## config.mk

```make
export PLATFORM = sky130hd
export DESIGN_NAME = asc_converter
export DESIGN_NICKNAME = d
export VERILOG_FILES = /design/src/asc_pkg.sv /design/src/asc_converter.sv /design/src/asc_tad_gen.sv /design/src/asc_pin_map.sv
export SDC_FILE = /design/constraint.sdc
export NUM_CORES = 1
export LEC_CHECK = 0
export ABC_AREA = 0
export BUFFER_PORTS_ARGS = -buffer_cell sky130_fd_sc_hd__buf_2
export CORE_MARGIN = 5
export CORE_UTILIZATION = 37
export DETAILED_ROUTE_END_ITERATION = 8
export GPL_TIMING_DRIVEN = 0
export SYNTH_ARGS = -nofsm -noshare
export SYNTH_HDL_FRONTEND = slang
export SYNTH_SLANG_ARGS = --single-unit
```

## constraint.sdc

```tcl
create_clock -name sys_clk_i -period 2.8 [get_ports sys_clk_i]
set_input_delay 0.14 -clock sys_clk_i [delete_from_list [all_inputs] [get_ports sys_clk_i]]
set_output_delay 0.14 -clock sys_clk_i [all_outputs]
set_load 0.005 [all_outputs]
```

## src/asc_pkg.sv

```systemverilog
`default_nettype none
package asc_pkg;
    // register map
    localparam logic [3:0] ADDR_CONTROL = 4'h0;
    localparam logic [3:0] ADDR_PIN_REF_CONFIG = 4'h1;
    localparam logic [3:0] ADDR_RESULT_HIGH = 4'h2;
    localparam logic [3:0] ADDR_RESULT_LOW = 4'h3;
    localparam logic [3:0] ADDR_IRQ_STATUS = 4'h4;
    localparam logic [3:0] ADDR_IRQ_ENABLE = 4'h5;
    localparam logic [3:0] ADDR_IRQ_CLEAR = 4'h6;
    localparam logic [3:0] ADDR_PORT_A = 4'h7;
    localparam logic [3:0] ADDR_PORT_B = 4'h8;
    localparam logic [3:0] ADDR_PORT_E = 4'h9;
    localparam logic [3:0] ADDR_PIN_DIRECTION = 4'ha;
    // converter_control fields
    localparam int CTL_POWER_BIT = 0;
    localparam int CTL_GO_BIT = 2;
    localparam int CTL_CHAN_LSB = 3;
    localparam int CTL_CLK_LSB = 6;
    // converter_pin_ref_config fields
    localparam int CFG_MAP_LSB = 0;
    localparam int CFG_REF_LSB = 4;
    // reset values
    localparam logic [7:0] CONTROL_RESET = 8'h00;
    localparam logic [7:0] PIN_REF_RESET = 8'h00;
    localparam logic [7:0] DIRECTION_RESET = 8'hff;
    // timing in conversion-clock periods
    localparam logic [3:0] ACQ_PERIODS = 4'h3;
    localparam logic [3:0] CONV_PERIODS = 4'hd;
    localparam int RESULT_BITS = 12;
    // external reference pins in the analog channel map
    localparam int VREF_POS_CH = 3;
    localparam int VREF_NEG_CH = 2;
endpackage
`default_nettype wire

```

## src/asc_converter.sv

```systemverilog
`default_nettype none
// Functional notes
// - conversion ignores channel and direction bits
// - analog pins read zero on ports A, E
// - analog pins read one on port B
// - digital-input pins still convert when selected
// - reference field selects high and low references
// - external reference pin forced analog
// - go starts thirteen-period conversion
// - done clears go, sets interrupt flag
// - clearing go aborts conversion immediately
// - abort writes partial result
// - power-on with go in one write cancels
// - results not reset by reset
module asc_converter (
    // clock and reset
    input wire logic sys_clk_i,
    input wire logic rst_n_i,
    // register port
    input wire logic [3:0] addr_i,
    input wire logic [7:0] wdata_i,
    input wire logic wr_i,
    input wire logic rd_i,
    output logic [7:0] rdata_o,
    // pins
    input wire logic [7:0] port_a_pins_i,
    input wire logic [7:0] port_b_pins_i,
    input wire logic [7:0] port_e_pins_i,
    // analog front end: sampled comparator decision per bit
    input wire logic cmp_i,
    output logic [2:0] ref_high_sel_o,
    output logic [1:0] ref_low_sel_o,
    output logic [7:0] analog_en_o,
    output logic sample_o,
    // interrupt
    output logic irq_o
);
    typedef enum {ASC_IDLE, ASC_CONV} asc_state_e;

    logic [7:0] ctl_r, ctl_nxt;
    logic [7:0] cfg_r, cfg_nxt;
    logic [7:0] dir_r, dir_nxt;
    logic [11:0] res_r, res_nxt;
    logic [11:0] sar_r, sar_nxt;
    logic [3:0] per_r, per_nxt;
    logic sts_r, sts_nxt;
    logic ien_r, ien_nxt;
    logic cmp_m_r, cmp_r;
    logic [7:0] pa_m_r, pa_r, pb_m_r, pb_r, pe_m_r, pe_r;
    logic [7:0] rdata_nxt;
    logic irq_nxt;
    logic [2:0] rh_nxt;
    logic [1:0] rl_nxt;
    logic [7:0] analog;
    logic tick;
    logic done_ev;
    logic [7:0] an_nxt;
    logic sample_nxt;
    asc_state_e st_r, st_nxt;

    function automatic logic hit(input logic [3:0] a, input logic [3:0] o);
        hit = (a == o);
    endfunction

    asc_period_gen u_period (
        .sys_clk_i(sys_clk_i),
        .rst_n_i(rst_n_i),
        .run_i(st_r == ASC_CONV),
        .clk_sel_i(ctl_r[asc_pkg::CTL_CLK_LSB +: 2]),
        .tick_o(tick)
    );

    asc_pin_map u_map (
        .map_i(cfg_r[asc_pkg::CFG_MAP_LSB +: 4]),
        .ref_sel_i(cfg_r[asc_pkg::CFG_REF_LSB +: 2]),
        .analog_o(analog)
    );

    // pin and comparator inputs are asynchronous
    always_ff @(posedge sys_clk_i or negedge rst_n_i) begin
        if (!rst_n_i) begin
            {cmp_m_r, cmp_r} <= 2'h0;
            {pa_m_r, pa_r, pb_m_r, pb_r, pe_m_r, pe_r} <= '0;
        end else begin
            cmp_m_r <= cmp_i;
            cmp_r <= cmp_m_r;
            pa_m_r <= port_a_pins_i;
            pa_r <= pa_m_r;
            pb_m_r <= port_b_pins_i;
            pb_r <= pb_m_r;
            pe_m_r <= port_e_pins_i;
            pe_r <= pe_m_r;
        end
    end

    // conversion sequence; channel and direction never gate it
    always_comb begin
        ctl_nxt = ctl_r;
        st_nxt = st_r;
        per_nxt = per_r;
        sar_nxt = sar_r;
        res_nxt = res_r;
        done_ev = 1'b0;
        if (wr_i && hit(addr_i, asc_pkg::ADDR_CONTROL)) begin
            ctl_nxt = wdata_i;
            // go bit is not stored when power is turned on in the same write
            if (wdata_i[asc_pkg::CTL_POWER_BIT] &&
                !ctl_r[asc_pkg::CTL_POWER_BIT]) begin
                ctl_nxt[asc_pkg::CTL_GO_BIT] = 1'b0;
            end
            if (!wdata_i[asc_pkg::CTL_POWER_BIT]) begin
                ctl_nxt[asc_pkg::CTL_GO_BIT] = 1'b0;
            end
        end
        case (st_r)
            ASC_IDLE: begin
                if (ctl_nxt[asc_pkg::CTL_GO_BIT]) begin
                    st_nxt = ASC_CONV;
                    per_nxt = 4'h0;
                    sar_nxt = 12'h800;
                end
            end
            ASC_CONV: begin
                if (!ctl_nxt[asc_pkg::CTL_GO_BIT]) begin
                    st_nxt = ASC_IDLE;
                    res_nxt = sar_r;
                end else if (tick) begin
                    per_nxt = per_r + 4'h1;
                    // periods 1..12 resolve one bit each, msb first
                    if (per_r >= 4'h1 && per_r <= 4'hc) begin
                        sar_nxt[4'hc - per_r] = cmp_r;
                        if (per_r != 4'hc) begin
                            sar_nxt[4'hb - per_r] = 1'b1;
                        end
                    end
                    if (per_r == asc_pkg::CONV_PERIODS - 4'h1) begin
                        st_nxt = ASC_IDLE;
                        ctl_nxt[asc_pkg::CTL_GO_BIT] = 1'b0;
                        // the last decision lands together with the result
                        res_nxt = sar_nxt;
                        done_ev = 1'b1;
                    end
                end
            end
            default: st_nxt = ASC_IDLE;
        endcase
    end

    // result registers hold through reset
    always_ff @(posedge sys_clk_i) begin
        res_r <= res_nxt;
    end

    // interrupt status, enable, clear; set wins over clear
    always_comb begin
        sts_nxt = sts_r;
        ien_nxt = ien_r;
        if (wr_i && hit(addr_i, asc_pkg::ADDR_IRQ_CLEAR) && wdata_i[0]) begin
            sts_nxt = 1'b0;
        end
        if (done_ev) begin
            sts_nxt = 1'b1;
        end
        if (wr_i && hit(addr_i, asc_pkg::ADDR_IRQ_ENABLE)) begin
            ien_nxt = wdata_i[0];
        end
        irq_nxt = sts_nxt & ien_nxt;
    end

    // configuration registers and outputs
    always_comb begin
        cfg_nxt = cfg_r;
        dir_nxt = dir_r;
        if (wr_i && hit(addr_i, asc_pkg::ADDR_PIN_REF_CONFIG)) begin
            cfg_nxt = wdata_i;
        end
        if (wr_i && hit(addr_i, asc_pkg::ADDR_PIN_DIRECTION)) begin
            dir_nxt = wdata_i;
        end
        // ref bit0: external +, bit1: external -, bit2: internal high
        case (cfg_r[asc_pkg::CFG_REF_LSB +: 3])
            3'h0, 3'h2: rh_nxt = 3'h3; // analog supply
            3'h4, 3'h6: rh_nxt = 3'h0; // internal high
            3'h1, 3'h3, 3'h5, 3'h7: rh_nxt = 3'h2; // external pin
            default: rh_nxt = 3'h1; // internal low
        endcase
        if (cfg_r[asc_pkg::CFG_REF_LSB + 3]) begin
            rh_nxt = 3'h1;
        end
        if (cfg_r[asc_pkg::CFG_REF_LSB + 1]) begin
            rl_nxt = 2'h1;
        end else if (cfg_r[asc_pkg::CFG_REF_LSB + 2]) begin
            rl_nxt = 2'h0;
        end else begin
            rl_nxt = 2'h2;
        end
        an_nxt = analog;
        sample_nxt = (st_nxt == ASC_CONV) && (per_nxt == 4'h0);
    end

    // read mux; data stand in the cycle after the strobe
    always_comb begin
        rdata_nxt = 8'h00;
        if (rd_i) begin
            case (addr_i)
                asc_pkg::ADDR_CONTROL: rdata_nxt = ctl_r;
                asc_pkg::ADDR_PIN_REF_CONFIG: rdata_nxt = cfg_r;
                asc_pkg::ADDR_RESULT_HIGH: rdata_nxt = {4'h0, res_r[11:8]};
                asc_pkg::ADDR_RESULT_LOW: rdata_nxt = res_r[7:0];
                asc_pkg::ADDR_IRQ_STATUS: rdata_nxt = {7'h00, sts_r};
                asc_pkg::ADDR_IRQ_ENABLE: rdata_nxt = {7'h00, ien_r};
                asc_pkg::ADDR_PORT_A: rdata_nxt = pa_r & ~analog;
                asc_pkg::ADDR_PORT_B: rdata_nxt = pb_r | analog;
                asc_pkg::ADDR_PORT_E: rdata_nxt = pe_r & ~analog;
                asc_pkg::ADDR_PIN_DIRECTION: rdata_nxt = dir_r;
                default: rdata_nxt = 8'h00;
            endcase
        end
    end

    always_ff @(posedge sys_clk_i or negedge rst_n_i) begin
        if (!rst_n_i) begin
            ctl_r <= asc_pkg::CONTROL_RESET;
            cfg_r <= asc_pkg::PIN_REF_RESET;
            dir_r <= asc_pkg::DIRECTION_RESET;
            st_r <= ASC_IDLE;
            per_r <= 4'h0;
            sar_r <= 12'h000;
            sts_r <= 1'b0;
            ien_r <= 1'b0;
            irq_o <= 1'b0;
            rdata_o <= 8'h00;
            ref_high_sel_o <= 3'h3;
            ref_low_sel_o <= 2'h2;
            analog_en_o <= 8'h00;
            sample_o <= 1'b0;
        end else begin
            ctl_r <= ctl_nxt;
            cfg_r <= cfg_nxt;
            dir_r <= dir_nxt;
            st_r <= st_nxt;
            per_r <= per_nxt;
            sar_r <= sar_nxt;
            sts_r <= sts_nxt;
            ien_r <= ien_nxt;
            irq_o <= irq_nxt;
            rdata_o <= rdata_nxt;
            ref_high_sel_o <= rh_nxt;
            ref_low_sel_o <= rl_nxt;
            analog_en_o <= an_nxt;
            sample_o <= sample_nxt;
        end
    end

    // checks
    a_done_sets_flag: assert property (@(posedge sys_clk_i)
        disable iff (!rst_n_i) done_ev |=> sts_r && !ctl_r[2])
        else $error("completion did not set flag and clear go");
    a_abort_idle: assert property (@(posedge sys_clk_i)
        disable iff (!rst_n_i)
        (st_r == ASC_CONV && wr_i && addr_i == 4'h0 && !wdata_i[2])
        |=> st_r == ASC_IDLE && res_r == $past(sar_r))
        else $error("abort did not stop and store partial result");
    a_power_go: assert property (@(posedge sys_clk_i)
        disable iff (!rst_n_i)
        (wr_i && addr_i == 4'h0 && wdata_i[0] && !ctl_r[0])
        |=> !ctl_r[2] && st_r == ASC_IDLE)
        else $error("power-on with go started a conversion");
    a_port_b_one: assert property (@(posedge sys_clk_i)
        disable iff (!rst_n_i) (rd_i && addr_i == 4'h8)
        |=> (rdata_o & $past(analog)) == $past(analog))
        else $error("analog pin on port B not read as one");
    a_port_a_zero: assert property (@(posedge sys_clk_i)
        disable iff (!rst_n_i) (rd_i && addr_i == 4'h7)
        |=> (rdata_o & $past(analog)) == 8'h00)
        else $error("analog pin on port A not read as zero");
    a_result_load: assert property (@(posedge sys_clk_i)
        disable iff (!rst_n_i) done_ev |=> res_r == sar_r)
        else $error("result not loaded on completion");
    a_ext_ref_pin: assert property (@(posedge sys_clk_i)
        disable iff (!rst_n_i) cfg_r[4] |-> analog[3])
        else $error("external reference pin not analog");
    a_irq_level: assert property (@(posedge sys_clk_i)
        disable iff (!rst_n_i) (sts_r && ien_r) |-> irq_o)
        else $error("enabled flag without interrupt");
    a_conv_start: assert property (@(posedge sys_clk_i)
        disable iff (!rst_n_i)
        (st_r == ASC_IDLE && ctl_nxt[2]) |=> st_r == ASC_CONV)
        else $error("go did not start conversion");
    c_complete: cover property (@(posedge sys_clk_i) done_ev);
    c_abort: cover property (@(posedge sys_clk_i)
        st_r == ASC_CONV ##1 st_r == ASC_IDLE && !sts_r);
    c_irq: cover property (@(posedge sys_clk_i) irq_o);
endmodule
`default_nettype wire

```

## src/asc_tad_gen.sv

```systemverilog
`default_nettype none
// conversion-clock tick from the core clock, divide by 2,8,32 or 64
module asc_period_gen (
    // clock and reset
    input wire logic sys_clk_i,
    input wire logic rst_n_i,
    // control
    input wire logic run_i,
    input wire logic [1:0] clk_sel_i,
    // tick
    output logic tick_o
);
    logic [5:0] cnt_r;
    logic [5:0] cnt_nxt;
    logic [5:0] last;
    logic tick_nxt;

    always_comb begin
        case (clk_sel_i)
            2'h0: last = 6'h01;
            2'h1: last = 6'h07;
            2'h2: last = 6'h1f;
            default: last = 6'h3f;
        endcase
        tick_nxt = 1'b0;
        cnt_nxt = cnt_r + 6'h01;
        // restarting keeps every period whole from the first one
        if (!run_i) begin
            cnt_nxt = 6'h00;
        end else if (cnt_r >= last) begin
            cnt_nxt = 6'h00;
            tick_nxt = 1'b1;
        end
    end

    always_ff @(posedge sys_clk_i or negedge rst_n_i) begin
        if (!rst_n_i) begin
            cnt_r <= 6'h00;
            tick_o <= 1'b0;
        end else begin
            cnt_r <= cnt_nxt;
            tick_o <= tick_nxt;
        end
    end
endmodule
`default_nettype wire

```

## src/asc_pin_map.sv

```systemverilog
`default_nettype none
// analog channel assignment per pin, external references forced analog
module asc_pin_map (
    input wire logic [3:0] map_i,
    input wire logic [1:0] ref_sel_i,
    output logic [7:0] analog_o
);
    always_comb begin
        // higher map codes give fewer analog channels
        analog_o = 8'hff >> map_i[2:0];
        if (map_i[3]) begin
            analog_o = 8'h00;
        end
        if (ref_sel_i[0]) begin
            analog_o[asc_pkg::VREF_POS_CH] = 1'b1;
        end
        if (ref_sel_i[1]) begin
            analog_o[asc_pkg::VREF_NEG_CH] = 1'b1;
        end
    end
endmodule
`default_nettype wire

```

### After elaboration in Yosys (flattened, before gate mapping)

Memory sizes are Yosys's and may differ from the RTL's.
Index checks and enable logic that the tools add are counted.

* add/subtract/negate cells: 4
* multiply operators: 0
* div/mod/pow operators: 0
* order comparisons: 7
* equal/unequal tests: 22
* shift-type cells: 1
* muxes and demuxes: 50
* bitwise logic cells: 6
* reduce and logical (&&, ||, !) cells: 19

Operators with widths (count)
* 32-bit 2-to-1 mux: 4
* 12-bit 2-to-1 mux: 8
* 8-bit case mux with 10 select lines: 1
* 32-bit by 2-bit equality test with 1-bit output (second input constant): 2
* 32-bit case mux with 2 select lines: 1
* 32-bit by 1-bit equality test with 1-bit output (second input constant): 1
* 32-bit logical NOT: 1
* 12-bit case mux with 2 select lines: 1
* 1-bit 2-to-1 mux: 19
* 6-bit case mux with 3 select lines: 1
* 8-bit bitwise AND: 2
* 4-bit by 3-bit equality test with 1-bit output (second input constant): 4
* 4-bit equality test (second input constant): 4
* 8-bit 2-to-1 mux: 2
* 12-bit bitwise mux: 1
* 4-bit by 1-bit >= comparator with 1-bit output (second input constant): 3
* 4-bit 2-to-1 mux: 3
* 6-bit 2-to-1 mux: 2
* 12-bit bitwise OR: 1
* 1-bit logical AND: 11
* 4-bit by 5-bit < comparator with 1-bit output (second input constant): 2
* 1-bit demux with 4-bit select: 2
* 4-bit by 2-bit equality test with 1-bit output (second input constant): 2
* 4-bit logical NOT: 2
* other kinds (23): 29

* bits in registers: 166
* latch bits: 0
* bits in writable memories: 0
* ROM bits: 16
* input bits: 41
* output and inout port bits: 23
* word-level logic and storage cells: 136
* memories: 1

Memories
* (no name shown): words 8, bits a word 2, read ports 1, clocked after memory_dff 0, wr ports 0, line asc_converter.sv:181 `case (cfg_r[asc_pkg::CFG_REF_LSB +: 3])`

### Logic depth before layout (Yosys ltp)

Gate-level depths: netlist of run 1.

* depth after elaboration: 12
* gate-level depth with buffers: 9
* depth with buffers taken out: 7

### Cells and area by module

Synthesis of run 1 repeated with hierarchy kept, for this count alone.

* cells, all modules: 543
* area total of the unflattened synthesis: 6821.5 sq um

Modules (own cells, without submodules)
* asc_converter: times used 1, cells an instance 493, area an instance 6338.6 sq um, sequential area each 4027.6 sq um
* asc_period_gen: times used 1, cells an instance 39, area an instance 417.9 sq um, sequential area each 175.2 sq um
* asc_pin_map: times used 1, cells an instance 11, area an instance 65.1 sq um, sequential area each 0.0 sq um

### Worst setup path after synthesis of run 1

Ideal clock, no wire load.

* path type: reg2reg
* start point: reg per_r[1]
* end point: reg res_r[8] (data pin)
* setup time: 0.260 ns
* data arrival time: 1.967 ns
* required time: 2.540 ns
* slack: 0.573 ns
* stages on the path, launching flop included: 7
* path buffers: 0
* clock period less this slack: 2.227 ns
* cell sequence: dfrtp_1 -> inv_1 -> ha_1 -> or4b_4 -> and2_1 -> a22o_1 -> mux2_2

* cells in the longest elaborated chain, start to end: 12
* elaborated cells on any way between the ends: 23
* those cells by class: add/sub (2); order compare (6); eq/ne (1); mux (10); bitwise (1); reduce/logical (3)

RTL lines
* start: declaration: line asc_converter.sv:45 `logic [3:0] per_r, per_nxt;`
* start signal: assignment: line asc_converter.sv:242 `per_r <= per_nxt;`
* 4-bit subtractor: line asc_converter.sv:131 `sar_nxt[4'hc - per_r] = cmp_r;`
* 4-bit by 5-bit < comparator with 1-bit output (implied by the code) / 4-bit by 1-bit >= comparator with 1-bit output (equally long branches): line asc_converter.sv:131
* 1-bit logical AND (implied by the code): line asc_converter.sv:131
* 1-bit 2-to-1 mux (implied by the code): line asc_converter.sv:131
* 1-bit demux with 4-bit select: line asc_converter.sv:131
* 12-bit bitwise mux: line asc_converter.sv:131
* 12-bit bitwise OR (no line)
* 12-bit 2-to-1 mux: line asc_converter.sv:132 `if (per_r != 4'hc) begin`
* 12-bit 2-to-1 mux *: line asc_converter.sv:130 `if (per_r >= 4'h1 && per_r <= 4'hc) begin`
* 12-bit 2-to-1 mux *: line asc_converter.sv:136 `if (per_r == asc_pkg::CONV_PERIODS - 4'h1) begin`
* 12-bit 2-to-1 mux *: line asc_converter.sv:127 `end else if (tick) begin`
* 12-bit 2-to-1 mux *: line asc_converter.sv:124 `if (!ctl_nxt[asc_pkg::CTL_GO_BIT]) begin`
* end signal: assignment: line asc_converter.sv:151 `res_r <= res_nxt;`
* end: declaration: line asc_converter.sv:43 `logic [11:0] res_r, res_nxt;`

Mark *: on every way between the ends. The rest lies on a longest branch, timed or not. The select of a mux whose other input is x is not followed.
A chain may end at the register's enable or synchronous reset.

### Worst setup path in the final report of run 1

* start point: reg per_r[1]
* end point: reg res_r[9] (data pin)

Same word-level chain as after synthesis.

==> results of run 1 <==
==> kinds of logic (layout without fill, tap and decap cells) <==
kind of cell / Yosys count / count (layout) / share of synthesized area
fa+ha+maj: 14 / 14 / 0.0255
buf+inv: 36 / 163 / 0.0272
compound gates: 124 / 124 / 0.132
simple gates: 155 / 155 / 0.128
xor+xnor: 4 / 4 / 0.00511
mux: 41 / 41 / 0.0691
other cells: 1 / 32 / 0.000546
flops: 165 / 165 / 0.612
==> routing by layer <==
layer  routed length (microns)  global-route usage  vias to the layer above  part of all wire
li1                          -                   -                     2242                 -
met1                      7280               0.213                     2366              0.45
met2                      7980               0.250                      139              0.49
met3                       755              0.0449                       24             0.046
met4                       309              0.0546                        0             0.019
met5                         0                   0                        -                 0
==> flip-flops by register name, indices dropped and copies added (netlist names), 2 cells and up <==
name	cells
pb_r	8
u_period.cnt_r	6
dir_r	8
pe_r	8
pa_r	8
res_r	12
rdata_o	8
ctl_r	8
pe_m_r	8
cfg_r	8
sar_r	12
per_r	4
pb_m_r	8
ref_high_sel_o	2
st_r	32
analog_en_o	8
pa_m_r	8
ref_low_sel_o	2
==> per-stage QoR <==
stage / hold WS, ns / utilization / setup slack, ns / setup TNS [ns] / instance area, sq um
finish: 0.0187 / 0.473 / 0.237 / 0 / 8550
global route: 0.00908 / 0.473 / 0.0562 / 0 / 8550
CTS: 0.00874 / 0.472 / 0.218 / 0 / 8540
detailed placement: 0.204 / 0.421 / -0.109 / -1.31 / 7610
global placement: 0.248 / 0.419 / -0.516 / -71.47 / 7580
floorplan: -0.156 / - / 0.573 / 0 / 6980
==> critical path, cell delays in order (launching register included) <==
cell      delay (ns)
dfrtp_1         0.55
inv_1           0.16
ha_1            0.32
or4b_4          0.54
nand3_1         0.20
a21oi_1         0.06
a311oi_1        0.34
a211oi_1        0.12
==> final cells by class <==
| type | count | area, sq um | share of cell area |
|---|---|---|---|
| repair buffers | 95 | 664 | 0.0777 |
| clock inverters | 14 | 164 | 0.0192 |
| plain buffers | 23 | 138 | 0.0161 |
| inverters | 13 | 48.8 | 0.00571 |
| clock buffers | 18 | 439 | 0.0514 |
| well taps | 229 | 287 | 0.0335 |
| multi-input cells | 370 | 2610 | 0.305 |
| flip-flops and latches | 165 | 4200 | 0.492 |
==> cells in the mapped netlist, drive strengths merged (6+ instances only) <==
cell type    n
nand2       41
a31oi       11
dfstp       11
nand3       20
ha          14
nor2        24
and3         7
nor4         9
a22oi        6
a21oi       31
dfrtp      142
inv         13
buf         17
mux2i        8
mux2        31
o21ai       24
nand2b       7
a22o        17
nor2b        8
nor3         8
edfxtp      12
clkbuf       6
==> worst max path at each step <==
| stage | start | end | depth (start not counted) |
|---|---|---|---|
| 5_1_grt | per_r[0]$_DFF_PN0_ | res_r[9]$_DFFE_PP_ | 9 |
| 3_5_place_dp | st_r[19]$_DFF_PN0_ | res_r[1]$_DFFE_PP_ | 5 |
| 6_report | per_r[1]$_DFF_PN0_ | res_r[9]$_DFFE_PP_ | 7 |
| 2_1_floorplan | per_r[1]$_DFF_PN0_ | res_r[8]$_DFFE_PP_ | 6 |
| 3_3_place_gp | rst_n_i | st_r[16]$_DFF_PN0_ | 1 |
| 4_1_cts | st_r[19]$_DFF_PN0_ | res_r[8]$_DFFE_PP_ | 5 |
==> where the power goes <==
part,switching [uW],internal (uW)
clock network,1020,1370
registers,110,2630
logic,294,256
total,1420,4260
==> what timing repair did <==
item / CTS / global route
setup endpoints to repair: 12 / 1
hold buffers: 32 / 0
endpoints found under the hold margin: 102 / 0
resized for setup: 1 / 1
==> impl_metrics.json, run 1 <==
{
  "reg2reg_to": "res_r[9]$_DFFE_PP_",
  "rrSetupSlack_ns": 0.24,
  "timing.fmax_mhz": 390,
  "final_common_cell": "dfrtp_1",
  "syn_inst": 540,
  "layoutNonFillerInstCount": 927,
  "drcViolationCount": 0,
  "cts_buffer_depth": 2,
  "min_path_cells": 2,
  "placementRows": 49,
  "min_period_ns": 2.56,
  "avgSynthCellArea_sq_um": 12.7,
  "yosys.area.top_type": "dfrtp_1",
  "gp_congestion": 0.920,
  "hold_path.startpoint": "wdata_i[2]",
  "clock_latency_ns": 0.43,
  "finalSetupViolations": 0,
  "antenna_found_initial": 0,
  "grt_first_pass_wirelength_mm": 26.9,
  "critical_path_arrival_ns": 2.72,
  "ys_seq_area_frac": 0.612,
  "portBuffers": 62,
  "dr_total_vias": 4771,
  "synth_ff_type": "dfrtp_1",
  "drv_cap": 0,
  "ys_ff_latch": 165,
  "netlist.area_leader.share": 0.518,
  "tightest_slew_ns": 0.703,
  "ios": 64,
  "cts-root-buf": "clkbuf_16",
  "syn_to_final_growth_pct": 24.6,
  "end_kind": "register",
  "syn-cell-area_sq_mm": 0.00686,
  "final_cell_mix": "dfrtp_1, buf_2, nand2_1",
  "crit-reg2reg-launch": "per_r[1]$_DFF_PN0_",
  "num-nets-final": 740,
  "pwr_density_cell_mw_per_mm2": 664,
  "crit_required_ns": 2.96,
  "grt_setup_unrepaired": "false",
  "cts.sinks": 165,
  "detail_route.wl_per_cell_microns": 17.6,
  "start_util": 0.379,
  "dieArea_sq_mm": 0.0214,
  "finClkSkew_ns": 0.0136,
  "placed_cells": 863,
  "holdPathEnd": "cfg_r[2]$_DFFE_PN0P_",
  "die_h_microns": 146,
  "startpoint_type": "register",
  "grt_max_degree": 80,
  "yosys-top-cells-area": "dfrtp_1, edfxtp_1, mux2_2",
  "fill_cells": 1635,
  "diodes": 0,
  "first_global_vias": 5048,
  "path_class": "register to register",
  "core-area_sq_mm": 0.0181,
  "grt_overflow": 0,
  "yosys_warnings": 0,
  "drtIter0Drc": 463,
  "outcome": "complete, no violations",
  "relSlewSlack": 0.531,
  "power_leakage_uw": 0.00373,
  "synth_edf_count": 12,
  "drv_slew": 0,
  "ys_async_sr_fraction": 0.927,
  "hpwl_mm": 11.1,
  "finalCritPeriodShare": 0.915,
  "ir_worst_vdd_mv": 0.461,
  "wl_mm": 16.3,
  "numCtsBuffers": 17,
  "p_total_uw": 5680,
  "drive_gt1_frac": 0.258,
  "hold_class": "input pin to register",
  "grt_usage": 0.159,
  "cts_tree": "yes",
  "ant_nets": 0,
  "path_max_fanout": 12,
  "cts_setup_buffers": 0,
  "r2r_cells": 7,
  "hold_violations": 0,
  "ys_types": 76,
  "htreeDepth": 4,
  "clk_pin_slew_ns": 0.07,
  "die_x_microns": 146,
  "first_pass_iters": 5,
  "vias_per_cell": 5.15
}
No activity file was read; power rests on OpenSTA's default activity.
==> run 2, diff against run 1 <==
--- a/config.mk
+++ b/config.mk
@@ -5,12 +5,13 @@
 export SDC_FILE = /design/constraint.sdc
 export NUM_CORES = 1
 export LEC_CHECK = 0
-export ABC_AREA = 0
+export ABC_AREA = 1
 export BUFFER_PORTS_ARGS = -buffer_cell sky130_fd_sc_hd__buf_2
 export CORE_MARGIN = 5
 export CORE_UTILIZATION = 37
 export DETAILED_ROUTE_END_ITERATION = 8
 export GPL_TIMING_DRIVEN = 0
+export PLACE_DENSITY_LB_ADDON = 0.1
 export SYNTH_ARGS = -nofsm -noshare
 export SYNTH_HDL_FRONTEND = slang
 export SYNTH_SLANG_ARGS = --single-unit
==> impl_metrics.json, run 2 <==
{
  "tightest_slew_ns": 0.917,
  "htreeDepth": 4,
  "ys_ff_latch": 165,
  "min_period_ns": 2.59,
  "startpoint_type": "register",
  "synth_edf_count": 12,
  "grt_first_pass_wirelength_mm": 27.6,
  "yosys-top-cells-area": "dfrtp_1, nand2_1, edfxtp_1",
  "grt_overflow": 0,
  "syn-cell-area_sq_mm": 0.00687,
  "ys_async_sr_fraction": 0.927,
  "cts_tree": "yes",
  "detail_route.wl_per_cell_microns": 15.0,
  "ir_worst_vdd_mv": 0.427,
  "yosys_warnings": 0,
  "pwr_density_cell_mw_per_mm2": 650,
  "die_h_microns": 146,
  "num-nets-final": 917,
  "start_util": 0.379,
  "timing.fmax_mhz": 386,
  "numCtsBuffers": 17,
  "post-route-util": 0.470,
  "gp_congestion": 0.894,
  "portBuffers": 62,
  "finalSetupViolations": 0,
  "placementRows": 49,
  "power_leakage_uw": 0.00415,
  "grt_setup_unrepaired": "false",
  "cts.sinks": 165,
  "layoutNonFillerInstCount": 1103,
  "grt_max_degree": 98,
  "yosys.area.top_type": "dfrtp_1",
  "synthTopCellsByCount": "nand2_1, dfrtp_1, inv_1, o21ai_0, nor2_1",
  "finClkSkew_ns": 0.0115,
  "drv_slew": 0,
  "hpwl_mm": 11.7,
  "ys_types": 46,
  "core-area_sq_mm": 0.0181,
  "final_cell_mix": "nand2_1, dfrtp_1, inv_1",
  "placed_cells": 1039,
  "cts_setup_buffers": 0,
  "path_max_fanout": 10,
  "ant_nets": 0,
  "finalCritPeriodShare": 0.926,
  "hold_violations": 0,
  "cts_buffer_depth": 2,
  "syn_inst": 716,
  "dr_total_vias": 5183,
  "synth_ff_type": "dfrtp_1",
  "outcome": "complete, no violations",
  "vias_per_cell": 4.70,
  "path_class": "register to register",
  "die_x_microns": 146,
  "drv_cap": 0,
  "critical_path_arrival_ns": 2.72,
  "syn_to_final_growth_pct": 24.0,
  "end_kind": "register",
  "cts-root-buf": "clkbuf_16",
  "final_common_cell": "nand2_1",
  "antenna_found_initial": 0,
  "netlist.area_leader.share": 0.517,
  "first_pass_iters": 5,
  "relSlewSlack": 0.389,
  "diodes": 0,
  "yosysMostFrequentCell": "nand2_1",
  "top_regs": "st_r: 32 flops, res_r: 12 flops, sar_r: 12 flops",
  "wl_mm": 16.5,
  "dieArea_sq_mm": 0.0214,
  "crit_required_ns": 2.92,
  "fill_cells": 1733,
  "drive_gt1_frac": 0.164,
  "avgSynthCellArea_sq_um": 9.60,
  "ys_seq_area_frac": 0.611,
  "drtIter0Drc": 249,
  "ios": 64,
  "p_total_uw": 5540,
  "hold_class": "input pin to register",
  "largest_reg_flops": 32,
  "regMostFlops": "st_r",
  "drcViolationCount": 0,
  "clk_pin_slew_ns": 0.07,
  "clock_latency_ns": 0.44,
  "first_global_vias": 5335,
  "grt_usage": 0.165
}
## run 2: changes by cell type after synthesis, sizes merged, moves of 16 or more
cell / previous run / this run
nor2: 24 / 69
mux2: 31 / 0
o21ai: 24 / 65
a22o: 17 / 1
nand3: 20 / 54
inv: 13 / 86
nand2: 41 / 195
## run 2: repair_timing
action                                  CTS  global route
hold buffers                             33             0
endpoints found under the setup margin    0            12
hold endpoints to repair                125             0
gates resized for setup                   0             1
## run 2: path summary, 6_finish.rpt
check                                                   to                 from  slack, ns  cells after the start
worst min register to register           pe_r[0]$_DFF_PN0_  pe_m_r[0]$_DFF_PN0_       0.34                      0
min in group asynchronous             cfg_r[7]$_DFFE_PN0P_              rst_n_i       0.33                      2
max in group asynchronous       ref_low_sel_o[1]$_DFF_PN1_              rst_n_i       1.68                      3
worst min-delay path                  dir_r[0]$_DFFE_PN1P_           wdata_i[0]       0.02                      3
worst max register to register          res_r[1]$_DFFE_PP_   per_r[1]$_DFF_PN0_       0.21                     12
worst max-delay path                    res_r[1]$_DFFE_PP_   per_r[1]$_DFF_PN0_       0.21                     12
## run 2: logic make-up after synthesis
kind of cell	count (synthesis)	synth area share
AO/OA/AOI/OAI	100	0.0841
XOR/XNOR	5	0.00910
adder cells (fa/ha/maj)	14	0.0255
buffers and inverters	99	0.0588
flip-flops	165	0.611
other	1	0.000546
AND/OR/NAND/NOR	332	0.211
## run 2: worst max-delay path, cell delays in order, from the launching register on
cell	delay (ns)
dfrtp_1	0.56
inv_1	0.21
ha_1	0.29
nand2_1	0.21
inv_1	0.13
nor2_4	0.18
inv_2	0.07
nand2_2	0.09
clkinv_1	0.10
nand3_1	0.08
nand3_1	0.11
nand2_1	0.07
o21ai_0	0.17
## run 2: layout make-up
| class | count | area (sq um) | share of cell area |
|---|---|---|---|
| repair buffers | 96 | 674 | 0.0791 |
| well taps | 229 | 287 | 0.0336 |
| clock buffers | 18 | 429 | 0.0503 |
| multi-input cells | 483 | 2390 | 0.280 |
| flip-flops and latches | 165 | 4200 | 0.493 |
| inverters | 87 | 327 | 0.0383 |
| clock inverters | 13 | 143 | 0.0167 |
| plain buffers | 12 | 77.6 | 0.00910 |
## run 2: per-stage QoR
step / cell area, sq um / hold slack, ns / setup slack [ns] / setup TNS (ns)
CTS: 8520 / 0.00970 / 0.0867 / 0
floorplan: 6990 / -0.156 / 0.611 / 0
finish: 8530 / 0.0242 / 0.208 / 0
global route: 8530 / 0.0408 / 0.0377 / 0
detailed placement: 7620 / 0.249 / 0.0937 / 0
global placement: 7590 / 0.248 / -0.593 / -82.75
## run 2: per-layer routing
layer / up-vias / global-route usage / part of all wire
li1: 2549 / - / -
met1: 2481 / 0.201 / 0.42
met2: 122 / 0.280 / 0.50
met3: 31 / 0.0363 / 0.047
met4: 0 / 0.0786 / 0.028
met5: - / 0 / 0
## run 2: where the power goes
part | internal, uW | total [uW] | switching [uW] | leakage, uW
Clock | 1250 | 2270 | 1020 | 0.000278
Sequential | 2620 | 2730 | 101 | 0.00190
Combinational | 207 | 545 | 338 | 0.00197
==> run 3, diff against run 2 <==
--- a/config.mk
+++ b/config.mk
@@ -7,6 +7,7 @@
 export LEC_CHECK = 0
 export ABC_AREA = 1
 export BUFFER_PORTS_ARGS = -buffer_cell sky130_fd_sc_hd__buf_2
+export CORE_ASPECT_RATIO = 0.5
 export CORE_MARGIN = 5
 export CORE_UTILIZATION = 37
 export DETAILED_ROUTE_END_ITERATION = 8
==> impl_metrics.json, run 3 (synthesis results as in run 2) <==
{
  "outcome": "complete, no violations",
  "max_stage_delay_ns": 0.58,
  "final_cell_mix": "nand2_1, dfrtp_1, inv_1",
  "ant_nets": 0,
  "dr_total_vias": 5024,
  "timing.fmax_mhz": 395,
  "start_util": 0.376,
  "hold_violations": 0,
  "htreeDepth": 4,
  "wl_mm": 16.3,
  "top_regs": "st_r: 32 flops, res_r: 12 flops, sar_r: 12 flops",
  "num-nets-final": 917,
  "cts-root-buf": "clkbuf_16",
  "first_global_vias": 4931,
  "grt_setup_unrepaired": "false",
  "finalCritPeriodShare": 0.904,
  "grt_usage": 0.159,
  "drv_slew": 0,
  "drv_cap": 0,
  "ios": 64,
  "cp_cell_sequence": "inv_1, ha_1, nand2_1, inv_1, nor2_4, inv_2, nand2_2, clkinv_1, nand3_1, nand3_1, nand2_1, o21ai_0",
  "pwr_density_cell_mw_per_mm2": 655,
  "gp_congestion": 0.865,
  "critical_path_arrival_ns": 2.66,
  "finalSetupViolations": 0,
  "min_period_ns": 2.53,
  "power_leakage_uw": 0.00417,
  "portBuffers": 62,
  "ir_worst_vdd_mv": 0.365,
  "die_x_microns": 203,
  "drive_gt1_frac": 0.166,
  "crit_required_ns": 2.93,
  "drcViolationCount": 0,
  "grt_max_degree": 87,
  "final_common_cell": "nand2_1",
  "placementRows": 35,
  "clock_latency_ns": 0.43,
  "regMostFlops": "st_r",
  "largest_reg_flops": 32,
  "diodes": 0,
  "vias_per_cell": 4.51,
  "p_total_uw": 5610,
  "die_h_microns": 106,
  "syn_to_final_growth_pct": 24.6,
  "crit_slowest_cell": "dfrtp_1",
  "hold_class": "input pin to register",
  "end_kind": "register",
  "grt_first_pass_wirelength_mm": 26.5,
  "numCtsBuffers": 17,
  "core-area_sq_mm": 0.0183,
  "cts_buffer_depth": 2,
  "finClkSkew_ns": 0.0146,
  "grt_overflow": 0,
  "startpoint_type": "register",
  "detail_route.wl_per_cell_microns": 14.6,
  "fin_hold_ws_ns": 0.0486,
  "drtIter0Drc": 189,
  "hpwl_mm": 11.7,
  "relSlewSlack": 0.562,
  "dieArea_sq_mm": 0.0216,
  "cts.sinks": 165,
  "fill_cells": 1774,
  "first_pass_iters": 5,
  "tightest_slew_ns": 0.657,
  "path_max_fanout": 10,
  "path_class": "register to register",
  "clk_pin_slew_ns": 0.07,
  "cts_setup_buffers": 0,
  "antenna_found_initial": 0,
  "cts_tree": "yes"
}
-- run 3: cell count changes in the layout (fill, tap and decap cells not counted) --
cell	change
inv_8	+2
clkinv_4	-1
clkinv_8	+1
inv_6	+1
clkbuf_1	-1
clkinvlp_4	-1
-- run 3: metal layers --
metal  share of wire  global-route usage  up-vias
met1            0.51               0.229     2361
met3           0.037              0.0332       15
met5               0                   0        -
met2            0.44               0.242       85
met4           0.011              0.0494        0
li1                -                   -     2563
-- run 3: worst paths after layout --
kind / from / to / slack (ns) / cells after the start
max: per_r[1]$_DFF_PN0_ / res_r[2]$_DFFE_PP_ / 0.27 / 12
min: wdata_i[5] / cfg_r[5]$_DFFE_PN0P_ / 0.05 / 3
max reg2reg: per_r[1]$_DFF_PN0_ / res_r[2]$_DFFE_PP_ / 0.27 / 12
min reg2reg: pe_m_r[6]$_DFF_PN0_ / pe_r[6]$_DFF_PN0_ / 0.35 / 0
max in group asynchronous: rst_n_i / pa_m_r[6]$_DFF_PN0_ / 1.68 / 3
min in group asynchronous: rst_n_i / st_r[12]$_DFF_PN0_ / 0.27 / 2
-- run 3: timing repair --
item / 4_1_cts / 5_1_grt
gates resized for setup: 0 / 1
hold buffers: 33 / 0
hold endpoints to repair: 96 / 0
endpoints found under the setup margin: 0 / 12
-- run 3: area by class of cell --
| type | instances | area [sq um] | area share |
|---|---|---|---|
| Inverter | 87 | 327 | 0.0381 |
| Timing Repair Buffer | 96 | 674 | 0.0787 |
| Clock buffer | 17 | 425 | 0.0497 |
| Multi-Input combinational cell | 483 | 2390 | 0.279 |
| Tap cell | 240 | 300 | 0.0351 |
| Clock inverter | 15 | 174 | 0.0203 |
| Sequential cell | 165 | 4200 | 0.491 |
| Buffer | 12 | 77.6 | 0.00906 |
-- run 3: worst max-delay path: cells and delay by family (launching register included) --
kind | cells | cell delay, ns
adder cells (fa/ha/maj) | 1 | 0.30
AO/OA/AOI/OAI | 1 | 0.14
buffers and inverters | 4 | 0.51
flip-flops | 1 | 0.58
AND/OR/NAND/NOR | 6 | 0.71
-- run 3: report_power, final --
group,total [uW],switching (uW),leakage (uW),internal [uW]
clock network,2350,1070,0.000296,1280
registers,2720,96.6,0.00190,2620
logic,544,337,0.00197,207
-- run 3: through the flow --
step | util | cells | setup slack, ns | TNS, ns | cell area, sq um
6_report | 0.468 | 1115 | 0.268 | 0 | 8570
5_1_grt | 0.468 | 1115 | 0.0607 | 0 | 8570
4_1_cts | 0.468 | 1115 | 0.0681 | 0 | 8560
3_5_place_dp | 0.417 | 1050 | 0.0802 | 0 | 7630
3_3_place_gp | 0.415 | 1049 | -0.741 | -102.65 | 7600
2_1_floorplan | - | 747 | 0.611 | 0 | 6990
